`config.mk`:
```
export PLATFORM = sky130hd
export DESIGN_NAME = sdg_step_dir_gen
export DESIGN_NICKNAME = d
export VERILOG_FILES = /design/src/rtl/sdg_pkg.sv /design/src/rtl/sdg_step_dir_gen.sv
export VERILOG_INCLUDE_DIRS = /design/src /design/src/rtl
export SDC_FILE = /design/constraint.sdc
export NUM_CORES = 2
export LEC_CHECK = 0
export ABC_AREA = 1
export BUFFER_PORTS_ARGS = -buffer_cell sky130_fd_sc_hd__buf_2
export CAP_MARGIN = 20
export CORE_MARGIN = 2
export CORE_UTILIZATION = 45
export CTS_CLUSTER_SIZE = 25
export DETAILED_ROUTE_END_ITERATION = 12
export PLACE_DENSITY_LB_ADDON = 0.12
export SETUP_SLACK_MARGIN = 0.2
export SLEW_MARGIN = 20
export SYNTH_ARGS = -nofsm -noshare
export SYNTH_HDL_FRONTEND = slang
export SYNTH_SLANG_ARGS = --single-unit
```
`constraint.sdc`:
```
create_clock -name clk_i -period 10.79 [get_ports clk_i]
set_input_delay 1.079 -clock clk_i [delete_from_list [all_inputs] [get_ports clk_i]]
set_output_delay 1.079 -clock clk_i [all_outputs]
set_load 0.005 [all_outputs]
```
`src/rtl/sdg_consts.svh`:
```
// constants of the three-channel step and direction generator
`ifndef SDG_CONSTS_SVH
`define SDG_CONSTS_SVH

`define SDG_CHANNELS     3
`define SDG_CLK_HZ       125000000
`define SDG_GEN_HZ       25000000
`define SDG_DIV_RATIO    (`SDG_CLK_HZ / `SDG_GEN_HZ)
`define SDG_DIV_W        3

`define SDG_REG_RATE0    8'h12
`define SDG_REG_POS0     8'h15
`define SDG_REG_TGT0     8'h18
`define SDG_REG_LEN      8'h21
`define SDG_REG_DLY      8'h22
`define SDG_REG_CFG      8'h23

`define SDG_FIELD_W      16
`define SDG_CFG_STRIDE   8
`define SDG_CFG_W        24
`define SDG_CFG_EN       0
`define SDG_CFG_MODE     1
`define SDG_CFG_SPOL     2
`define SDG_CFG_DPOL     3
`define SDG_SIGN         31

`endif

```
`src/rtl/sdg_pkg.sv`:
```
// types of the step and direction generator
`include "sdg_consts.svh"
package sdg_pkg;
    typedef struct packed {
        logic [`SDG_DIV_W-1:0]                div;
        logic                                 tick;
        logic [`SDG_CHANNELS-1:0][31:0]       rate, pos, remain, acc;
        logic [`SDG_CHANNELS-1:0][15:0]       wcnt, dcnt;
        logic [`SDG_CHANNELS-1:0]             dir;
        logic [47:0]                          len, dly;
        logic [`SDG_CFG_W-1:0]                cfg;
        logic [`SDG_CHANNELS-1:0]             step_o, dir_o;
        logic [63:0]                          rdata;
    } sdg_state_t;
endpackage

```
`src/rtl/sdg_step_dir_gen.sv`:
```
// three-channel step and direction pulse generator with its register port
//
// Contract
// - three independent channels, each with own registers and output pairs
// - writable 32-bit accumulation constant sets step interval and frequency
// - accumulation constant is signed two's complement
// - sign bit of the constant drives the direction pair
// - read-only signed step counter moves up or down per pulse by direction
// - step target may be rewritten at any time, even while stepping
// - no step pulses while the remaining target is zero, unless the channel's mode bit selects continuous mode
// - reading the target returns the pulses still outstanding
// - pulse width is a 16-bit count of 25 MHz cycles per channel
// - 16-bit delay in 25 MHz cycles after a direction change before stepping
// - separate polarity selects for step pair and direction pair
`timescale 1ns/100ps
`include "sdg_consts.svh"
module sdg_step_dir_gen (
    input  wire logic        clk_i,
    input  wire logic        rst_b_i,
    input  wire logic        reg_wr_i,
    input  wire logic        reg_rd_i,
    input  wire logic [7:0]  reg_idx_i,
    input  wire logic [63:0] reg_wdata_i,
    output logic      [63:0] reg_rdata_o,
    output logic             step_out_0_o,
    output logic             step_out_0_inv_o,
    output logic             step_out_1_o,
    output logic             step_out_1_inv_o,
    output logic             step_out_2_o,
    output logic             step_out_2_inv_o,
    output logic             dir_out_0_o,
    output logic             dir_out_0_inv_o,
    output logic             dir_out_1_o,
    output logic             dir_out_1_inv_o,
    output logic             dir_out_2_o,
    output logic             dir_out_2_inv_o
);
    sdg_pkg::sdg_state_t st_q;
    sdg_pkg::sdg_state_t st_d;
    logic [`SDG_CHANNELS-1:0] start_c;

    // one-hot channel select for a block of three per-channel registers
    function automatic logic [`SDG_CHANNELS-1:0] ch_sel(input logic [7:0] idx,
                                                        input logic [7:0] base);
        logic [`SDG_CHANNELS-1:0] r;
        r = '0;
        for (int k = 0; k < `SDG_CHANNELS; k++) begin
            if (idx == base + 8'(k)) begin
                r[k] = 1'b1;
            end
        end
        return r;
    endfunction

    always_comb begin
        logic [31:0]              mag;
        logic [32:0]              sum;
        logic [15:0]              plen;
        logic [15:0]              pdly;
        logic                     en;
        logic                     cont;
        logic [`SDG_CHANNELS-1:0] wr_rate;
        logic [`SDG_CHANNELS-1:0] wr_tgt;
        logic [`SDG_CHANNELS-1:0] rd_pos;
        logic [`SDG_CHANNELS-1:0] rd_tgt;
        mag     = '0;
        sum     = '0;
        plen    = '0;
        pdly    = '0;
        en      = 1'b0;
        cont    = 1'b0;
        start_c = '0;
        st_d    = st_q;
        wr_rate = reg_wr_i ? ch_sel(reg_idx_i, `SDG_REG_RATE0) : '0;
        wr_tgt  = reg_wr_i ? ch_sel(reg_idx_i, `SDG_REG_TGT0) : '0;
        rd_pos  = reg_rd_i ? ch_sel(reg_idx_i, `SDG_REG_POS0) : '0;
        rd_tgt  = reg_rd_i ? ch_sel(reg_idx_i, `SDG_REG_TGT0) : '0;

        // 25 MHz enable from the 125 MHz clock
        if (st_q.div == `SDG_DIV_W'(`SDG_DIV_RATIO - 1)) begin
            st_d.div = '0;
        end else begin
            st_d.div = st_q.div + `SDG_DIV_W'(1);
        end
        st_d.tick = (st_q.div == `SDG_DIV_W'(`SDG_DIV_RATIO - 1));

        if (reg_wr_i && reg_idx_i == `SDG_REG_LEN) begin
            st_d.len = reg_wdata_i[47:0];
        end
        if (reg_wr_i && reg_idx_i == `SDG_REG_DLY) begin
            st_d.dly = reg_wdata_i[47:0];
        end
        if (reg_wr_i && reg_idx_i == `SDG_REG_CFG) begin
            st_d.cfg = reg_wdata_i[`SDG_CFG_W-1:0];
        end

        for (int c = 0; c < `SDG_CHANNELS; c++) begin
            en   = st_q.cfg[`SDG_CFG_STRIDE*c + `SDG_CFG_EN];
            cont = st_q.cfg[`SDG_CFG_STRIDE*c + `SDG_CFG_MODE];
            plen = st_q.len[`SDG_FIELD_W*c +: `SDG_FIELD_W];
            pdly = st_q.dly[`SDG_FIELD_W*c +: `SDG_FIELD_W];
            // magnitude of the signed constant
            mag  = st_q.rate[c][`SDG_SIGN] ? (~st_q.rate[c] + 32'h0000_0001)
                                           : st_q.rate[c];
            sum  = {1'b0, st_q.acc[c]} + {1'b0, mag};

            if (st_q.tick) begin
                if (st_q.wcnt[c] != 16'h0000) begin
                    st_d.wcnt[c] = st_q.wcnt[c] - 16'h0001;
                end
                if (st_q.dir[c] != st_q.rate[c][`SDG_SIGN]) begin
                    st_d.dir[c]  = st_q.rate[c][`SDG_SIGN];
                    st_d.dcnt[c] = pdly;
                end else if (st_q.dcnt[c] != 16'h0000) begin
                    st_d.dcnt[c] = st_q.dcnt[c] - 16'h0001;
                end
                if (!en) begin
                    st_d.acc[c] = '0;
                end else begin
                    st_d.acc[c] = sum[31:0];
                    // a carry landing inside a pulse or the setup delay is dropped
                    start_c[c] = sum[32] && st_q.wcnt[c] == 16'h0000
                                 && st_q.dcnt[c] == 16'h0000
                                 && st_q.dir[c] == st_q.rate[c][`SDG_SIGN]
                                 && (cont || st_q.remain[c] != 32'h0000_0000);
                end
                if (start_c[c]) begin
                    // a zero length still gives a one-tick pulse
                    st_d.wcnt[c] = (plen == 16'h0000) ? 16'h0001 : plen;
                    st_d.pos[c]  = st_q.dir[c] ? st_q.pos[c] - 32'h0000_0001
                                               : st_q.pos[c] + 32'h0000_0001;
                    if (!cont) begin
                        st_d.remain[c] = st_q.remain[c] - 32'h0000_0001;
                    end
                end
            end
            if (wr_rate[c]) begin
                st_d.rate[c] = reg_wdata_i[31:0];
            end
            // a software write beats a same-cycle decrement
            if (wr_tgt[c]) begin
                st_d.remain[c] = reg_wdata_i[31:0];
            end
            st_d.step_o[c] = (st_d.wcnt[c] != 16'h0000)
                             ^ st_q.cfg[`SDG_CFG_STRIDE*c + `SDG_CFG_SPOL];
            st_d.dir_o[c]  = st_d.dir[c]
                             ^ st_q.cfg[`SDG_CFG_STRIDE*c + `SDG_CFG_DPOL];
        end

        if (reg_rd_i) begin
            st_d.rdata = '0;
            for (int c = 0; c < `SDG_CHANNELS; c++) begin
                if (rd_pos[c]) begin
                    st_d.rdata = {32'h0000_0000, st_q.pos[c]};
                end
                if (rd_tgt[c]) begin
                    st_d.rdata = {32'h0000_0000, st_q.remain[c]};
                end
            end
        end
    end

    always_ff @(posedge clk_i or negedge rst_b_i) begin
        if (!rst_b_i) begin
            st_q <= '0;
        end else begin
            st_q <= st_d;
        end
    end

    assign reg_rdata_o      = st_q.rdata;
    assign step_out_0_o     = st_q.step_o[0];
    assign step_out_0_inv_o = ~st_q.step_o[0];
    assign step_out_1_o     = st_q.step_o[1];
    assign step_out_1_inv_o = ~st_q.step_o[1];
    assign step_out_2_o     = st_q.step_o[2];
    assign step_out_2_inv_o = ~st_q.step_o[2];
    assign dir_out_0_o      = st_q.dir_o[0];
    assign dir_out_0_inv_o  = ~st_q.dir_o[0];
    assign dir_out_1_o      = st_q.dir_o[1];
    assign dir_out_1_inv_o  = ~st_q.dir_o[1];
    assign dir_out_2_o      = st_q.dir_o[2];
    assign dir_out_2_inv_o  = ~st_q.dir_o[2];
endmodule

```
==> results.toml <==
[pwr]
power_density_mw_per_mm2 = 136
power.internal_mw = 4.59
pwr-share-clk_pct = 45.1
p_sw_mw = 1.84
p_comb_share_pct = 13.6
ir_drop_mv = 0.110
sequentialPowerShare_pct = 41.3
sw_frac_of_total_pct = 28.6
leakage_nw = 23.8

[worst_setup_path]
crit_top_cell = "nor2_1"
crit_path_start_kind = "register"
endpoint_kind = "register"
critPathBufInv = 3
critical_path_class = "reg -> reg"
slowest_delay_ps = 640
critPathMaxFanout = 48
crit_required_ps = 11310
cp.arrival_ps = 6250
worst_path_dominant_cell_family = "simple AND/OR/NAND/NOR gates"
slowest_stage = "inv_2"

[logic_synthesis]
synth-edff-count = 0
yosysWarnings = 0
synthAdderAreaFrac_pct = 6.16
synthCells = 5899
synth_top_family_by_area = "simple AND/OR/NAND/NOR gates"
ys_ff_latch = 633
synthDistinctLibCells = 68
synth_compound_area_share_pct = 16.3
synth_xor_area_share_pct = 6.23
ys.flop_type = "dfrtp_1"
async_flop_share_pct = 100
syn_avg_cell_area_um2 = 7.32
syn_area_mm2 = 0.0432
muxShareOfSynthArea_pct = 0.0783
ys_seq_area_share_pct = 36.7
synthSimpleGateAreaFrac_pct = 26.2

[clock_tree]
ctsRootBufferMaster = "clkbuf_16"
post_cts_buffers = 0
clock_path_buffers = 3
path_clk_slew_ps = 60
numCtsBuffers = 78
clk_latency_ps = 650
ctsHoldBuffers = 0
ctsResizeCount = 0
cts_tree = "built"
clock_sinks = 633
htree_levels = 3

[grt]
first_global_vias = 36066
track_usage_pct = 27.4
overflow = 0
antenna_found_initial = 8
grt_max_degree = 158
grt_pass1_wl_um = 211000

[detailed_routing]
routedWlPerCell_um = 18.8
drt_pass1_iterations = 6
first_iter_violations = 3625
viasPerCell = 5.41
routed_wl_um = 136000
num_vias = 39153
ant_nets = 0
remaining_drc_errors = 0

[timing]
finClkSkew_ps = 28.8
finalCriticalPeriod_ps = 5730
slew_viol_final = 0
min_period_over_period_pct = 53.1
tightestPinTransition_ps = 1030
grt_setup_unrepaired = "false"
relSlewSlack_pct = 31.6
finalHoldViolations = 0
fmax_mhz = 174
tns_ps = 0
setup_viol = 0

[layout]
final_cell_mix = "nand2_1, dfrtp_1, nor2_1"
register_area_mm2 = 0.0158
drive_above_1_share_pct = 6.25
utilization_pct = 49.7
fillCellCount = 9533
area_growth_pct = 9.32
multi_input_area_mm2 = 0.0238
final_common_cell = "nand2_1"
nets = 6187

[run]
drv_cap = 0

[status]
status = "finished, final reports clean"

[placement]
gp_congestion = 0.914
numPortBuffers = 103
place_hpwl_um = 99700

[floorplan]
io_pins = 152
initial_core_util_pct = 45.4
die_w_um = 314
fp.coreArea_mm2 = 0.0950
dieArea_mm2 = 0.0984
row_count = 113
die_y_um = 314

[worst_hold_path]
hold_class = "in -> async"
-- final timing paths --
kind,from,end,slack (ps),cells past startpoint
worst max-delay path,st_q[641],st_q[458],5060,25
worst min-delay path,rst_b_i,st_q[316],450,1
worst max register to register,st_q[641],st_q[458],5060,25
worst min register to register,st_q[674],st_q[674],460,1
max in group asynchronous,rst_b_i,st_q[673],8200,3
min in group clk_i,st_q[674],st_q[674],460,1
-- worst reg2reg max path, delay by kind of cell (launching register included) --
family          cells  cell delay [ps]
simple gates       17             3210
buf+inv             3              980
compound gates      4              630
flops               1              420
fa+ha+maj           1              350
-- flip-flops by register name, indices dropped and copies added (netlist names) --
signal        cells
dir_out_2_o       1
dir_out_0_o       1
step_out_2_o      1
st_q            595
reg_rdata_o      32
step_out_1_o      1
step_out_0_o      1
dir_out_1_o       1
-- layer usage --
metal | GRT usage, % | share of wire (%)
met3 | 3.83 | 5.8
met1 | 39.5 | 47
met4 | 10.9 | 4.1
met2 | 41.5 | 44
met5 | 0 | 0.022
-- through the flow --
| step | instance area, µm² | instances | setup WS (ps) | hold WS [ps] | power (mW) |
|---|---|---|---|---|---|
| 2_1_floorplan | 43300 | 5930 | 6940 | 429 | 3.29 |
| 3_3_place_gp | 44400 | 7087 | 5180 | 447 | 3.55 |
| 3_5_place_dp | 44400 | 7087 | 5160 | 450 | 3.57 |
| 4_1_cts | 47200 | 7229 | 5120 | 459 | 6.48 |
| 5_1_grt | 47200 | 7229 | 4470 | 483 | 6.73 |
| 6_report | 47200 | 7234 | 5060 | 446 | 6.43 |
-- cells in the mapped netlist (7+ instances only) --
cell       count  share of area (%)
buf_6         13               0.34
buf_4         71                1.2
or2_2         25               0.36
buf_2         16               0.19
nand3_1      257                3.0
a21oi_1      299                3.5
xnor2_1       79                1.6
o2111ai_1      8               0.16
o221ai_1      56                1.1
ha_1         203                5.9
o21a_1        17               0.30
nor3_1        71               0.82
buf_1          8              0.070
a21o_1        31               0.54
a32o_1        11               0.26
o22ai_1       35               0.51
nand3b_1      23               0.40
nand4_1       80                1.2
a31oi_1       40               0.58
o31ai_1       21               0.37
nand2_1     1523                 13
o21bai_1      19               0.33
clkbuf_1     129                1.1
inv_2         20               0.17
nand2_2        9               0.13
a221oi_1      37               0.75
inv_1        594                5.2
nor2_8         7               0.32
xor2_1       228                4.6
o211ai_1      49               0.85
nor4_1        30               0.43
a21boi_0       9               0.16
o21ai_0      547                6.3
dfrtp_1      633                 37
nor2_2        12               0.17
nor3_2         7               0.16
o21ai_1       10               0.12
nor2_1       601                5.2
-- kinds of logic (layout without fill, tap and decap cells) --
logic type               Yosys count  count (layout)
AND/OR/NAND/NOR                 2678            2678
AO/OA/AOI/OAI                   1209            1209
buffers and inverters            859             893
flip-flops                       633             633
XOR/XNOR                         307             307
adder cells (fa/ha/maj)          209             209
multiplexers                       3               3
other                              1              37
-- final cells by class --
| class | instances | area share [%] |
|---|---|---|
| inverter | 622 | 4.97 |
| clock inverter | 40 | 1.23 |
| tap | 1265 | 3.36 |
| sequential | 633 | 33.6 |
| multi-input combinational | 4438 | 50.5 |
| clock buffer | 102 | 4.69 |
| timing repair buffer | 129 | 1.61 |
| antenna | 5 | 0.0265 |
-- power groups by stage --
stage / sequential [mW] / clock (mW) / combinational, mW
floorplan: 2.66 / 0 / 0.628
global placement: 2.69 / 0 / 0.860
detailed placement: 2.69 / 0 / 0.874
CTS: 2.65 / 2.95 / 0.878
global route: 2.68 / 3.05 / 1.01
finish: 2.66 / 2.90 / 0.876
Note: power is estimated with default switching activity, not from simulation.
